===== src/slc_bound_cmp.sv =====
// Bound comparator: tests one effective address against the upper
// limit and the fixed lower bound.  Purely combinational; the caller
// registers the result.
`timescale 1ns/10ps

module slc_bound_cmp #(
   parameter int DW = 16                                // Address width
) (
   input  wire logic [DW-1:0] ea_i,                     // Effective address
   input  wire logic [DW-1:0] limit_i,                  // Upper limit, bit 0 clear
   input  wire logic [DW-1:0] low_i,                    // Lower bound
   output logic               ovf_o,                    // Address above the limit
   output logic               unf_o                     // Address below the bound
);

   // Equal to the limit is still legal, one word more is not
   assign ovf_o = (ea_i > limit_i);
   assign unf_o = (ea_i < low_i);

endmodule


===== config.mk =====
export PLATFORM = sky130hd
export DESIGN_NAME = slc_bound_cmp
export DESIGN_NICKNAME = d
export VERILOG_FILES = /design/src/slc_bound_cmp.sv
export SDC_FILE = /design/constraint.sdc
export NUM_CORES = 1
export LEC_CHECK = 0
export BUFFER_PORTS_ARGS = -buffer_cell sky130_fd_sc_hd__buf_2
export CAP_MARGIN = 20
export CORE_MARGIN = 2
export CORE_UTILIZATION = 45
export DETAILED_ROUTE_END_ITERATION = 6
export PLACE_DENSITY = 0.82
export SETUP_SLACK_MARGIN = 0.2
export SYNTH_ARGS = -nofsm -noshare
export SYNTH_HDL_FRONTEND = slang
export SYNTH_SLANG_ARGS = --single-unit
export TNS_END_PERCENT = 5

===== constraint.sdc =====
create_clock -name vclk -period 2.4
set_input_delay 0.36 -clock vclk [all_inputs]
set_output_delay 0.36 -clock vclk [all_outputs]
set_load 0.05 [all_outputs]

==> flow_metrics.tcl <==
set metrics [dict create \
    max_freq_mhz 470 \
    worst_pin_slew_ns 0.302 \
    slew_headroom 0.797 \
    finalHoldViolCount 0 \
    status "completed" \
    start_util 0.471 \
    finalSetupTns_ns 0 \
    synth_nets 188 \
    seqCellArea_um2 0 \
    vias 896 \
    cellLeakagePower_nw 0.719 \
    finalSetupViolCount 0 \
    syn_to_final_growth_pct 37.7 \
    hold_buffers 0 \
    wl_per_cell_um 10.2 \
    rows 15 \
    yosys-top-cells-count "inv_1 (32), ha_1 (31), a21oi_1 (11)" \
    fillers 142 \
    detail-route-antenna-nets 0 \
    viasPerCell 5.09 \
    ctsResizeCount 0 \
    yosys_warnings 0 \
    yosysSeqAreaShare 0 \
    diodes 0 \
    die_area_mm2 0.00212 \
    cp_max_fo 2 \
    drc_errors 0 \
    syn_avg_cell_area_um2 7.30 \
    hold_depth 5 \
    finalWeightedCongestion 0.769 \
    nClkBuffers 0 \
    place_area_mm2 0.00107 \
    core_mm2 0.00169 \
    final_core_util 0.649 \
    cp.arrival_ns 1.77 \
    grtUsageTotal 0.181 \
    post-route-min-period_ns 2.13 \
    synth_area_leaders "ha_1 (49%), inv_1 (15%), a21oi_1 (6.9%)" \
    start_kind "input pin" \
    design_area_mm2 0.00110 \
    yosysTopAreaCellShare 0.487 \
    syn_area_um2 796 \
    drv_cap 0 \
    hold_path_class "input pin to output pin" \
    pwr_density_cell_mw_per_mm2 172 \
    postCtsSetupBuffers 0 \
    die_w_um 46.1 \
    grt_pass1_wl_um 2990 \
    grt_pass1_vias 851 \
    holdWs_ns 1.33 \
    slew_violations 0 \
    antenna_found_initial 0 \
    overflow 0 \
    drt_iter0_markers 4 \
    io_buffers 50 \
    synth_most_common_cell "inv_1" \
    drive_gt1_frac 0.358 \
    synth_cells 109 \
    synth_top_area_cell "ha_1" \
    fin_crit_sh 0.887 \
    grt_max_degree 4 \
    critPathKind "input pin to output pin" \
    peakVddDrop_v 0.0000881 \
    multiInputGateArea_um2 699 \
    nNetsFinal 240 \
    drt_pass1_iterations 4 \
    cp-end-kind "output pin" \
    place_hpwl_um 1710 \
    io_pins 50 \
    die_y_um 46.1 \
    rsz0062_at_grt "yes" \
    worstPathRequired_ns 2.04 \
    drt_wl_total_um 1800 \
    ys_types 23 \
    nFlopsAndLatches 0 \
]
## critical path: stages
cell	delay (ns)
buf_2	0.11
ha_1	0.31
a21o_1	0.16
a21o_1	0.17
a221o_1	0.33
nor3_4	0.11
buf_4	0.21
## cell families (layout without fill, tap and decap cells)
group,Yosys count,count (layout),share of synthesized area
AOI/OAI and AO/OA,23,23,0.195
adders and majority gates,31,31,0.487
buffers and inverters,32,82,0.151
and+or+nand+nor,23,23,0.167
## layout by cell type (no fill, tap or decap), drive strengths merged, types with 2 or more instances in the layout
cell,netlist,final
o21ai,3,3
nand2,6,6
ha,31,31
inv,32,32
buf,0,50
nand3,3,3
nor2,2,2
nand4,6,6
a21oi,12,12
a21o,3,3
## routing by layer
metal	share of wire	wire length (µm)	vias up	track usage
met5	0	0	-	0
met4	0	0	0	0
met3	0.049	88	0	0.00392
met2	0.52	932	25	0.397
met1	0.43	774	391	0.193
li1	-	-	480	-
## metrics by stage
stage               setup slack, ns  instances  total power [mW]
floorplan                     0.288        109             0.113
detailed placement            0.219        176             0.182
global route                  0.197        176             0.215
global placement              0.234        176             0.174
CTS                           0.211        176             0.183
finish                        0.272        176             0.188
## where the power goes
group	total [mW]	internal, mW	switching (mW)
combinational	0.188	0.0893	0.0988
clock	0	0	0
sequential	0	0	0
total	0.188	0.0893	0.0988
## final timing paths
check / slack (ns) / from / end
worst max-delay path: 0.27 / ea_i[13] / unf_o
worst min-delay path: 1.33 / ea_i[15] / unf_o
## cell type report
| type | instances | area share |
|---|---|---|
| multi-input combinational | 77 | 0.638 |
| timing repair buffer | 50 | 0.233 |
| inverter | 32 | 0.110 |
| tap | 17 | 0.0194 |
Note: power is estimated with default switching activity, not from simulation.
